**src/tape_load_params.svh**
```systemverilog
// constants for the tape load sequencer: offsets, fields, timing
`ifndef TAPE_LOAD_PARAMS_SVH
`define TAPE_LOAD_PARAMS_SVH

`define CLK_KHZ          10000
`define TMR_W            26
`define NUM_TMR          9

// delay figures in milliseconds
`define TENSION_MS       500
`define SERVO_MS         50
`define VACUUM_MS        200
`define FAULT_MS         2000
`define SETTLE_MS        500
`define SEARCH_MS        3900
`define AT_MARKER_MS     100
`define RWD_START_MS     100
`define MT_TENSION_MS    500

// cycle counts derived from the figures and the clock rate
`define TENSION_CYC      (`TENSION_MS * `CLK_KHZ)
`define SERVO_CYC        (`SERVO_MS * `CLK_KHZ)
`define VACUUM_CYC       (`VACUUM_MS * `CLK_KHZ)
`define FAULT_CYC        (`FAULT_MS * `CLK_KHZ)
`define SETTLE_CYC       (`SETTLE_MS * `CLK_KHZ)
`define SEARCH_CYC       (`SEARCH_MS * `CLK_KHZ)
`define AT_MARKER_CYC    (`AT_MARKER_MS * `CLK_KHZ)
`define RWD_START_CYC    (`RWD_START_MS * `CLK_KHZ)
`define MT_TENSION_CYC   (`MT_TENSION_MS * `CLK_KHZ)

// register byte offsets
`define REG_CTRL         8'h00
`define REG_STATUS       8'h04
`define REG_LIMIT_BASE   8'h10
`define REG_LIMIT_LAST   8'h30

// field positions
`define CTRL_DOUBLE      0
`define CTRL_RESET_RDY   1
`define ST_PHASE_A       0
`define ST_FWD_SEARCH    1
`define ST_RWD_REQ       2
`define ST_RWD_ARM       3
`define ST_RWD_STOP      4
`define ST_MIDTAPE       5
`define ST_ONLINE        6
`define ST_FAULT         7
`define ST_VAC_RUN       8
`define ST_COLS_READY    9

`endif

```
**src/tape_load_pkg.sv**
```systemverilog
// types shared by the tape load sequencer files
`include "tape_load_params.svh"
package tape_load_pkg;
    typedef logic [`TMR_W-1:0] count_t;
    typedef enum logic [3:0] {
        TMR_TENSION    = 4'h0,
        TMR_SERVO      = 4'h1,
        TMR_VACUUM     = 4'h2,
        TMR_FAULT      = 4'h3,
        TMR_SETTLE     = 4'h4,
        TMR_SEARCH     = 4'h5,
        TMR_AT_MARKER  = 4'h6,
        TMR_RWD_START  = 4'h7,
        TMR_MT_TENSION = 4'h8
    } timer_id_e;
endpackage : tape_load_pkg

```
**src/delay_timer.sv**
```systemverilog
// restartable delay counter: done rises limit cycles after run rises
`timescale 1ns/100ps
module delay_timer
    import tape_load_pkg::*;
(
    input  wire logic   core_clk_in,
    input  wire logic   rst_n_in,
    input  wire logic   run_in,
    input  wire count_t limit_in,
    output logic        done_out
);
    count_t cnt_q;

    // dropping run clears the count so each start times afresh
    always_ff @(posedge core_clk_in or negedge rst_n_in)
    begin
        if (!rst_n_in)
        begin
            cnt_q    <= '0;
            done_out <= 1'b0;
        end
        else if (!run_in)
        begin
            cnt_q    <= '0;
            done_out <= 1'b0;
        end
        else if (!done_out)
        begin
            cnt_q    <= count_t'(cnt_q + 1'b1);
            done_out <= (count_t'(cnt_q + 1'b1) >= limit_in);
        end
    end
endmodule : delay_timer

```
**src/tape_load_sequencer.sv**
```systemverilog
// tape load sequencer: column load, marker search, rewind recovery
//
// Overview of operation
// - load press gives a pulse; its falling edge starts the column load
// - single load search waits for the interlock switches to close; second press and refind do not check them
// - column load start runs the half second tension timer
// - tension request runs servo relay timer; relay energizes on expiry
// - tension expiry drops request and runs vacuum relay timer to relay
// - vacuum sensed, vacuum timer done, interlock open: ready, fault delay
// - interlock still open at fault delay end: fault resets the load
// - interlock closing in time holds servo relay and starts settle timer
// - settle expiry gives hold done, which ends the column load phase
// - single load: phase end starts forward search and on-line ready
// - double load: second press with on-line ready starts the search
// - marker rising before search expiry clears search and ends load
// - search expiry requests rewind; arm clears search, starts rewind timer
// - rewind timer expiry starts rewind ramp and drops the limit relay
// - ramp at threshold gives reverse drive and the return relay
// - marker falling in rewind stops ramp and drops return relay
// - reverse drive dropping outside column load restarts forward search
// - marker after rewind clears request, search, then stop and arm
// - search start runs at marker timer; marker present ends load early
// - mid-tape low pulse starts mid-tape load with tension and servo
// - mid-tape tension expiry drops request and runs the vacuum relay
// - mid-tape interlock closure settles, then clears the mid-tape load
`timescale 1ns/100ps
module tape_load_sequencer
    import tape_load_pkg::*;
#(
    parameter count_t TENSION_CYC    = count_t'(`TENSION_CYC),
    parameter count_t SERVO_CYC      = count_t'(`SERVO_CYC),
    parameter count_t VACUUM_CYC     = count_t'(`VACUUM_CYC),
    parameter count_t FAULT_CYC      = count_t'(`FAULT_CYC),
    parameter count_t SETTLE_CYC     = count_t'(`SETTLE_CYC),
    parameter count_t SEARCH_CYC     = count_t'(`SEARCH_CYC),
    parameter count_t AT_MARKER_CYC  = count_t'(`AT_MARKER_CYC),
    parameter count_t RWD_START_CYC  = count_t'(`RWD_START_CYC),
    parameter count_t MT_TENSION_CYC = count_t'(`MT_TENSION_CYC)
)
(
    input  wire logic        core_clk_in,
    input  wire logic        rst_n_in,
    input  wire logic [7:0]  avs_address_in,
    input  wire logic        avs_read_in,
    input  wire logic        avs_write_in,
    input  wire logic [31:0] avs_writedata_in,
    output logic [31:0]      avs_readdata_out,
    output logic             avs_waitrequest_out,
    input  wire logic        load_switch_in,
    input  wire logic        vacuum_sense_in,
    input  wire logic        interlock_closed_in,
    input  wire logic        marker_in,
    input  wire logic        midtape_load_n_in,
    input  wire logic        ramp_at_level_in,
    output logic             tension_request_out,
    output logic             servo_relay_out,
    output logic             vacuum_relay_out,
    output logic             columns_ready_out,
    output logic             load_fault_out,
    output logic             interlock_held_out,
    output logic             online_ready_out,
    output logic             forward_drive_out,
    output logic             rewind_ramp_on_out,
    output logic             reverse_drive_out,
    output logic             return_relay_out,
    output logic             limit_relay_out
);
    function automatic logic fell(input logic prev, input logic cur);
        fell = prev & ~cur;
    endfunction : fell

    function automatic logic rose(input logic prev, input logic cur);
        rose = ~prev & cur;
    endfunction : rose

    function automatic count_t default_limit(input int idx);
        case (idx)
            0:       default_limit = TENSION_CYC;
            1:       default_limit = SERVO_CYC;
            2:       default_limit = VACUUM_CYC;
            3:       default_limit = FAULT_CYC;
            4:       default_limit = SETTLE_CYC;
            5:       default_limit = SEARCH_CYC;
            6:       default_limit = AT_MARKER_CYC;
            7:       default_limit = RWD_START_CYC;
            default: default_limit = MT_TENSION_CYC;
        endcase
    endfunction : default_limit

    count_t limit_q [`NUM_TMR];
    logic   run     [`NUM_TMR];
    logic   done    [`NUM_TMR];

    logic   load_button_pulse_q;
    logic   marker_q;
    logic   midtape_n_q;
    logic   reverse_q;
    logic   request_prev_q;
    logic   load_phase_a_q;
    logic   forward_search_state_q;
    logic   rewind_search_request_q;
    logic   rewind_arm_q;
    logic   rewind_stop_q;
    logic   rewind_clear_q;
    logic   midtape_load_state_q;
    logic   online_ready_q;
    logic   vac_run_q;
    logic   cols_ready_q;
    logic   fault_seen_q;
    logic   double_load_q;
    logic   ack_q;

    logic   idle;
    logic   button_fall;
    logic   second_press;
    logic   tension_request;
    logic   vacuum_relay;
    logic   interlock_held;
    logic   load_fault;
    logic   hold_done;
    logic   load_done_clear;
    logic   search_clear;
    logic   search_timeout;
    logic   arm_rise;
    logic   refind;
    logic   reverse_drive;
    logic   rewind_ramp_on;
    logic   bus_req;
    logic   wr_take;
    logic   limit_hit;
    logic [3:0] limit_idx;
    logic [31:0] status;

    for (genvar i = 0; i < `NUM_TMR; i++)
    begin : g_tmr
        delay_timer u_tmr (
            .core_clk_in (core_clk_in),
            .rst_n_in    (rst_n_in),
            .run_in      (run[i]),
            .limit_in    (limit_q[i]),
            .done_out    (done[i])
        );
    end

    assign button_fall  = fell(load_button_pulse_q, load_switch_in);
    assign idle         = ~load_phase_a_q & ~midtape_load_state_q
                        & ~forward_search_state_q & ~rewind_arm_q;
    assign second_press = button_fall & idle & double_load_q
                        & online_ready_q;

    assign tension_request = (load_phase_a_q & ~done[TMR_TENSION])
                           | (midtape_load_state_q & ~done[TMR_MT_TENSION]);
    assign vacuum_relay    = vac_run_q & done[TMR_VACUUM];
    assign interlock_held  = interlock_closed_in & vacuum_relay
                           & (load_phase_a_q | midtape_load_state_q);
    assign load_fault      = load_phase_a_q & done[TMR_FAULT]
                           & ~interlock_closed_in;
    assign hold_done       = done[TMR_SETTLE]
                           & (load_phase_a_q | midtape_load_state_q);
    assign load_done_clear = hold_done & midtape_load_state_q;

    assign search_clear   = forward_search_state_q
                          & ((rose(marker_q, marker_in)
                              & ~done[TMR_SEARCH])
                             | (done[TMR_AT_MARKER] & marker_in));
    assign search_timeout = forward_search_state_q & done[TMR_SEARCH]
                          & ~search_clear;
    assign arm_rise       = rewind_search_request_q & ~request_prev_q;

    assign reverse_drive  = ramp_at_level_in & rewind_arm_q;
    assign refind         = rewind_stop_q & fell(reverse_q, reverse_drive)
                          & ~load_phase_a_q;
    assign rewind_ramp_on = rewind_arm_q & ~rewind_stop_q
                          & done[TMR_RWD_START];

    // timer run terms
    // tension timer
    assign run[TMR_TENSION]    = load_phase_a_q;
    assign run[TMR_SERVO]      = tension_request;
    assign run[TMR_VACUUM]     = vac_run_q;
    assign run[TMR_FAULT]      = cols_ready_q & load_phase_a_q
                               & ~interlock_held;
    assign run[TMR_SETTLE]     = interlock_held & ~hold_done;
    assign run[TMR_SEARCH]     = forward_search_state_q;
    assign run[TMR_AT_MARKER]  = forward_search_state_q;
    assign run[TMR_RWD_START]  = rewind_arm_q & ~rewind_stop_q;
    assign run[TMR_MT_TENSION] = midtape_load_state_q;

    // input and internal state sampling for edge detection
    always_ff @(posedge core_clk_in or negedge rst_n_in)
    begin
        if (!rst_n_in)
        begin
            load_button_pulse_q <= 1'b0;
            marker_q            <= 1'b0;
            midtape_n_q         <= 1'b1;
            reverse_q           <= 1'b0;
            request_prev_q      <= 1'b0;
        end
        else
        begin
            load_button_pulse_q <= load_switch_in;
            marker_q            <= marker_in;
            midtape_n_q         <= midtape_load_n_in;
            reverse_q           <= reverse_drive;
            request_prev_q      <= rewind_search_request_q;
        end
    end

    always_ff @(posedge core_clk_in or negedge rst_n_in)
    begin
        if (!rst_n_in)
            load_phase_a_q <= 1'b0;
        else if (load_fault || (hold_done && load_phase_a_q))
            load_phase_a_q <= 1'b0;
        else if (button_fall && idle && !second_press)
            load_phase_a_q <= 1'b1;
    end

    // clear wins here: a marker hit and a restart never coincide usefully
    always_ff @(posedge core_clk_in or negedge rst_n_in)
    begin
        if (!rst_n_in)
            forward_search_state_q <= 1'b0;
        else if (search_clear || arm_rise)
            forward_search_state_q <= 1'b0;
        else if ((hold_done && load_phase_a_q && !double_load_q)
                 || second_press || refind)
            forward_search_state_q <= 1'b1;
    end

    always_ff @(posedge core_clk_in or negedge rst_n_in)
    begin
        if (!rst_n_in)
            online_ready_q <= 1'b0;
        else if (hold_done && load_phase_a_q)
            online_ready_q <= 1'b1;
        else if (wr_take && avs_address_in == `REG_CTRL
                 && avs_writedata_in[`CTRL_RESET_RDY])
            online_ready_q <= 1'b0;
    end

    always_ff @(posedge core_clk_in or negedge rst_n_in)
    begin
        if (!rst_n_in)
            rewind_search_request_q <= 1'b0;
        else if (search_timeout)
            rewind_search_request_q <= 1'b1;
        else if (search_clear)
            rewind_search_request_q <= 1'b0;
    end

    always_ff @(posedge core_clk_in or negedge rst_n_in)
    begin
        if (!rst_n_in)
            rewind_arm_q <= 1'b0;
        else if (arm_rise)
            rewind_arm_q <= 1'b1;
        else if (rewind_clear_q)
            rewind_arm_q <= 1'b0;
    end

    always_ff @(posedge core_clk_in or negedge rst_n_in)
    begin
        if (!rst_n_in)
            rewind_stop_q <= 1'b0;
        else if (rewind_arm_q && reverse_drive
                 && fell(marker_q, marker_in))
            rewind_stop_q <= 1'b1;
        else if (rewind_clear_q)
            rewind_stop_q <= 1'b0;
    end

    always_ff @(posedge core_clk_in or negedge rst_n_in)
    begin
        if (!rst_n_in)
            rewind_clear_q <= 1'b0;
        else
            rewind_clear_q <= search_clear & rewind_arm_q;
    end

    always_ff @(posedge core_clk_in or negedge rst_n_in)
    begin
        if (!rst_n_in)
            midtape_load_state_q <= 1'b0;
        else if (load_done_clear)
            midtape_load_state_q <= 1'b0;
        else if (fell(midtape_n_q, midtape_load_n_in) && idle
                 && !button_fall)
            midtape_load_state_q <= 1'b1;
    end

    // vacuum stays on after an off-line load; only a fault or the
    // end of a mid-tape load drops it
    always_ff @(posedge core_clk_in or negedge rst_n_in)
    begin
        if (!rst_n_in)
            vac_run_q <= 1'b0;
        else if (load_fault || load_done_clear)
            vac_run_q <= 1'b0;
        else if ((load_phase_a_q && done[TMR_TENSION])
                 || (midtape_load_state_q && done[TMR_MT_TENSION]))
            vac_run_q <= 1'b1;
    end

    always_ff @(posedge core_clk_in or negedge rst_n_in)
    begin
        if (!rst_n_in)
            cols_ready_q <= 1'b0;
        else if (!load_phase_a_q || load_fault)
            cols_ready_q <= 1'b0;
        else if (vacuum_sense_in && vacuum_relay && !interlock_closed_in)
            cols_ready_q <= 1'b1;
    end

    // sticky fault flag: a new fault wins over a software clear
    always_ff @(posedge core_clk_in or negedge rst_n_in)
    begin
        if (!rst_n_in)
            fault_seen_q <= 1'b0;
        else if (load_fault)
            fault_seen_q <= 1'b1;
        else if (wr_take && avs_address_in == `REG_STATUS
                 && avs_writedata_in[`ST_FAULT])
            fault_seen_q <= 1'b0;
    end

    // bus slave: one wait cycle, write lands on the released edge
    assign bus_req             = avs_read_in | avs_write_in;
    assign avs_waitrequest_out = bus_req & ~ack_q;
    assign wr_take             = avs_write_in & ack_q;
    assign limit_hit           = avs_address_in >= `REG_LIMIT_BASE
                               && avs_address_in <= `REG_LIMIT_LAST
                               && avs_address_in[1:0] == 2'h0;
    assign limit_idx           = 4'(avs_address_in[7:2]
                                    - 6'(`REG_LIMIT_BASE >> 2));

    always_ff @(posedge core_clk_in or negedge rst_n_in)
    begin
        if (!rst_n_in)
            ack_q <= 1'b0;
        else
            ack_q <= bus_req & ~ack_q;
    end

    always_ff @(posedge core_clk_in or negedge rst_n_in)
    begin
        if (!rst_n_in)
            double_load_q <= 1'b0;
        else if (wr_take && avs_address_in == `REG_CTRL)
            double_load_q <= avs_writedata_in[`CTRL_DOUBLE];
    end

    always_ff @(posedge core_clk_in or negedge rst_n_in)
    begin
        if (!rst_n_in)
        begin
            for (int i = 0; i < `NUM_TMR; i++)
                limit_q[i] <= default_limit(i);
        end
        else if (wr_take && limit_hit)
            limit_q[limit_idx] <= avs_writedata_in[`TMR_W-1:0];
    end

    always_comb
    begin
        status                 = '0;
        status[`ST_PHASE_A]    = load_phase_a_q;
        status[`ST_FWD_SEARCH] = forward_search_state_q;
        status[`ST_RWD_REQ]    = rewind_search_request_q;
        status[`ST_RWD_ARM]    = rewind_arm_q;
        status[`ST_RWD_STOP]   = rewind_stop_q;
        status[`ST_MIDTAPE]    = midtape_load_state_q;
        status[`ST_ONLINE]     = online_ready_q;
        status[`ST_FAULT]      = fault_seen_q;
        status[`ST_VAC_RUN]    = vac_run_q;
        status[`ST_COLS_READY] = cols_ready_q;
    end

    // read data captured in the wait cycle, standing at the release
    always_ff @(posedge core_clk_in or negedge rst_n_in)
    begin
        if (!rst_n_in)
            avs_readdata_out <= 32'h0000_0000;
        else if (avs_read_in && !ack_q)
        begin
            if (avs_address_in == `REG_CTRL)
                avs_readdata_out <= {31'h0, double_load_q};
            else if (avs_address_in == `REG_STATUS)
                avs_readdata_out <= status;
            else if (limit_hit)
                avs_readdata_out <= {6'h00, limit_q[limit_idx]};
            else
                avs_readdata_out <= 32'h0000_0000;
        end
    end

    assign tension_request_out = tension_request;
    assign servo_relay_out     = (tension_request & done[TMR_SERVO])
                               | (interlock_closed_in & vacuum_relay)
                               | (vacuum_relay & (forward_search_state_q
                                                  | rewind_arm_q));
    assign vacuum_relay_out    = vacuum_relay;
    assign columns_ready_out   = cols_ready_q;
    assign load_fault_out      = load_fault;
    assign interlock_held_out  = interlock_held;
    assign online_ready_out    = online_ready_q;
    assign forward_drive_out   = forward_search_state_q;
    assign rewind_ramp_on_out  = rewind_ramp_on;
    assign reverse_drive_out   = reverse_drive;
    assign return_relay_out    = reverse_drive & ~rewind_stop_q;
    assign limit_relay_out     = ~rewind_ramp_on;
endmodule : tape_load_sequencer

```
**config.mk**
```make
export PLATFORM = sky130hd
export DESIGN_NAME = tape_load_sequencer
export DESIGN_NICKNAME = d
export VERILOG_FILES = /design/src/tape_load_pkg.sv /design/src/delay_timer.sv /design/src/tape_load_sequencer.sv
export VERILOG_INCLUDE_DIRS = /design/src /design/src/src
export SDC_FILE = /design/constraint.sdc
export NUM_CORES = 1
export LEC_CHECK = 0
export BUFFER_PORTS_ARGS = -buffer_cell sky130_fd_sc_hd__buf_4
export CELL_PAD_IN_SITES_DETAIL_PLACEMENT = 1
export CELL_PAD_IN_SITES_GLOBAL_PLACEMENT = 2
export CORE_ASPECT_RATIO = 0.6
export CORE_MARGIN = 5
export CORE_UTILIZATION = 45
export CTS_CLUSTER_SIZE = 30
export DETAILED_ROUTE_END_ITERATION = 12
export PLACE_DENSITY_LB_ADDON = 0.1
export SYNTH_ARGS = -nofsm -noshare
export SYNTH_HDL_FRONTEND = slang
export SYNTH_SLANG_ARGS = --single-unit
```
**constraint.sdc**
```tcl
create_clock -name core_clk_in -period 8.52 [get_ports core_clk_in]
set_input_delay 2.13 -clock core_clk_in [delete_from_list [all_inputs] [get_ports core_clk_in]]
set_output_delay 2.13 -clock core_clk_in [all_outputs]
set_load 0.005 [all_outputs]
```
==> impl_metrics.csv <==
group,metric,value,unit
synth,synth_enable_flop_cells,0,
clock_tree,tritoncts,"done",
route,drt.antenna.violating_nets,0,
final_layout,nets,3610,
route,remaining_drc_errors,0,
synth,mappedNetlistArea,33140,um^2
clock_tree,clkSlewWorstSetupHoldPaths,0.07,ns
route,drt-total-wl,112100,um
run,number_of_max_cap_violations,0,
die,io-pin-count,95,
die,die-width,360.3,um
synth,synthesized_area_per_cell,10.04,um^2
worst_setup_path,critical_path_depth,5,
sta,final_hold_vio_count,0,
final_layout,final_cells,4345,
pwr,post-layout-total-power,6.546,mW
placed_design,finalWeightedCongestion,0.9051,
final_layout,final_layout_size_suffix_gt1_frac,0.1776,
synth,synth.ff_latch_count,521,
clock_tree,clock_path_buffers,3,
placed_design,hpwl,84810,um
worst_setup_path,r2r_end,"g_tmr[5].u_tmr.done_out$_DFF_PN0_",
placed_design,portBuffers,82,
route,detail_route.first_pass.iterations,5,
synth,synth.yosys.warnings,0,
worst_setup_path,ff2ff_setup_slack,4.44,ns
sta,tns,0,ns
worst_setup_path,critical_path.endpoint_type,"output pin",
final_layout,area_growth_syn_to_layout,10.57,%
pwr,pwr_density_cell,178.7,nW/um^2
worst_setup_path,critical_path.max_stage_delay,0.97,ns
grt,global_route_wire_length_before_repair,170000,um
worst_setup_path,critical-path-top-delay-family,"buffers and inverters",
sta,fmax_achieved,0.1815,GHz
pwr,vdd_drop_max,0.1493,mV
die,core,73320,um^2
route,avgRoutedWirePerCell,25.81,um
worst_setup_path,reg2reg_from,"g_tmr[5].u_tmr.cnt_q[0]$_DFFE_PN0N_",
die,initial_core_util,0.4520,
sta,slew-limit-headroom,0.1470,
worst_setup_path,worst-setup-path-type,"register to output pin",
worst_setup_path,critPathLaunch,"midtape_load_state_q$_DFFE_PN0P_",
grt,grt_overflow,0,
synth,synthCells,3299,
sta,slew_violations,0,
worst_setup_path,path_common_cell,"sky130_fd_sc_hd__buf_4",
pwr,cellLeakagePower,16.48,nW
route,drt-vias-per-instance,5.866,
synth,synth_cell_type_count,79,
worst_setup_path,crit_buf_inv,3,
placed_design,dp_cells,4242,
sta,period_minus_slack,5.510,ns
grt,grt_antenna_before_repair,6,
final_layout,fill_cells,8057,
min_path,worst_hold_class,"register to register",
worst_setup_path,cp.arrival,3.38,ns
sta,finalClockSkew,0.02466,ns
route,number_of_drc_markers_in_iteration_0,2047,
worst_setup_path,crit_path_top_delay_cell,"sky130_fd_sc_hd__clkinv_1",
clock_tree,cts.repair_timing.setup_buffer_count,0,
clock_tree,cts_made_buffers,54,
grt,first_global_vias,26700,
worst_setup_path,critical_path.max_fanout,28,
synth,seq_area_frac_synth,0.3962,
grt,track_usage,0.2814,
clock_tree,cts_resized,0,
sta,final-setup-viol-count,0,
clock_tree,clockRootBuffer,"sky130_fd_sc_hd__clkbuf_16",
clock_tree,clock_sink_count,521,
worst_setup_path,rr_worst_depth,12,
sta,tightestPinTransition,1.276,ns
status,outcome,"completed",
worst_setup_path,worst_ep_required_time,6.39,ns
clock_tree,cts_max_level,2,
synth,ys_async_sr_fraction,1.000,
die,floorplan.die_area,79340,um^2
worst_setup_path,startpoint_kind_of_the_worst_setup_timing_path,"register",
route,vias,25490,
clock_tree,worstSkewPairLatency,0.64,ns
sta,min_period_over_period,0.6467,
grt,grt_start_max_net_pins,166,
sta,grt_setup_unrepaired,"false",
die,vertical_die_dimension,220.2,um
worst_setup_path,critical_path_endpoint,"servo_relay_out",
synth,ys.flop_type,"sky130_fd_sc_hd__dfrtp_1",
worst_setup_path,worstPathCellList,"clkinv_1, a2bb2oi_2, buf_4, o21ai_0, buf_4",
die,row_count,77,
clock_tree,post_cts_hold_buffer_count,0,
report_power, final:
part / switching, mW / internal, mW
clock network: 1.11 / 1.66
logic: 0.693 / 0.345
registers: 0.173 / 2.56
Yosys cell counts, drive strengths merged (10+ instances only):
cell / n / share of area
a21boi: 12 / 0.0027
o211ai: 12 / 0.0027
a21oi: 82 / 0.012
mux4: 51 / 0.035
mux2: 235 / 0.080
buf: 60 / 0.0095
clkbuf: 103 / 0.012
nor2: 259 / 0.029
a21o: 10 / 0.0023
and2: 103 / 0.020
and4: 28 / 0.0075
nand4: 86 / 0.016
a22oi: 27 / 0.0061
dfrtp: 449 / 0.34
xor2: 177 / 0.047
dfstp: 72 / 0.057
or4: 10 / 0.0023
o21ai: 68 / 0.010
nor4: 69 / 0.015
nand2b: 24 / 0.0045
nand2: 172 / 0.020
nand3: 138 / 0.021
nor2b: 14 / 0.0026
o21a: 12 / 0.0027
inv: 265 / 0.030
mux2i: 20 / 0.0060
a221o: 19 / 0.0057
or2: 11 / 0.0021
or3: 28 / 0.0053
ha: 249 / 0.094
nor3: 96 / 0.015
xnor2: 204 / 0.054
a211oi: 15 / 0.0034
and3: 28 / 0.0053
flip-flops by register name (all words and copies together) (netlist names), 9 cells and up:
register / flops
limit_q: 234
g_tmr.u_tmr.done_out: 9
avs_readdata_out: 26
g_tmr.u_tmr.cnt_q: 234
cell families (layout without fill, tap and decap cells):
group,after synthesis,in the layout,synth area share
and+or+nand+nor,1088,1088,0.1708
muxes,306,306,0.1206
buffers and inverters,430,482,0.05147
DFF,521,521,0.3962
AOI/OAI and AO/OA,323,323,0.06616
other,1,8,0.0001132
xor gates and xnor gates,381,381,0.1007
adders and majority gates,249,249,0.09402
cell usage in the layout (no fill, tap or decap), types with 111 or more instances in the layout:
cell | Yosys | layout
sky130_fd_sc_hd__dfrtp_1 | 449 | 448
sky130_fd_sc_hd__inv_1 | 265 | 265
sky130_fd_sc_hd__nor2_1 | 259 | 258
sky130_fd_sc_hd__ha_1 | 249 | 249
sky130_fd_sc_hd__mux2_2 | 230 | 230
sky130_fd_sc_hd__xnor2_1 | 204 | 204
sky130_fd_sc_hd__xor2_1 | 177 | 177
sky130_fd_sc_hd__nand2_1 | 170 | 170
sky130_fd_sc_hd__nand3_1 | 137 | 137
sky130_fd_sc_hd__buf_4 | 8 | 111
metal layers:
metal  GRT usage  vias up  part of all wire
met1      0.4199    13140              0.49
met2      0.4002      642              0.40
met4     0.06164        0             0.021
met3     0.08739      126             0.091
met5           0        -                 0
li1            -    11580                 -
how the worst min path moves through the flow:
stage,startpoint,endpoint,slack (ns),cells after the start
final,rewind_clear_q$_DFF_PN0_,rewind_stop_q$_DFFE_PN0P_,0.50,1
after global routing,rewind_search_request_q$_DFFE_PN0P_,request_prev_q$_DFF_PN0_,0.51,0
after CTS,rewind_clear_q$_DFF_PN0_,rewind_stop_q$_DFFE_PN0P_,0.49,1
after detailed placement,rewind_clear_q$_DFF_PN0_,rewind_stop_q$_DFFE_PN0P_,0.47,1
after global placement,rewind_clear_q$_DFF_PN0_,rewind_stop_q$_DFFE_PN0P_,0.47,1
after floorplan,rewind_search_request_q$_DFFE_PN0P_,request_prev_q$_DFF_PN0_,0.41,0
final cells by class:
| class | instances | area (um^2) | share of cell area |
|---|---|---|---|
| Antenna cell | 2 | 5.005 | 0.0001366 |
| Sequential cell | 521 | 13130 | 0.3583 |
| Inverter | 267 | 1002 | 0.02735 |
| Timing Repair Buffer | 114 | 888.4 | 0.02425 |
| Clock inverter | 25 | 444.2 | 0.01212 |
| Multi-Input combinational cell | 2353 | 18350 | 0.5008 |
| Tap cell | 987 | 1235 | 0.03371 |
| Clock buffer | 76 | 1585 | 0.04327 |
metrics by stage:
step | instance area [um^2] | util | hold WS, ns | worst slack [ns]
after floorplan | 33150 | - | 0.4144 | 3.956
after global placement | 34600 | 0.4720 | 0.4714 | 3.142
after detailed placement | 34600 | 0.4720 | 0.4742 | 3.137
after CTS | 36630 | 0.4997 | 0.4879 | 3.008
after global routing | 36630 | 0.4997 | 0.5142 | 2.891
final | 36640 | 0.4997 | 0.4986 | 3.010
Power figures use the tool's default switching activity.
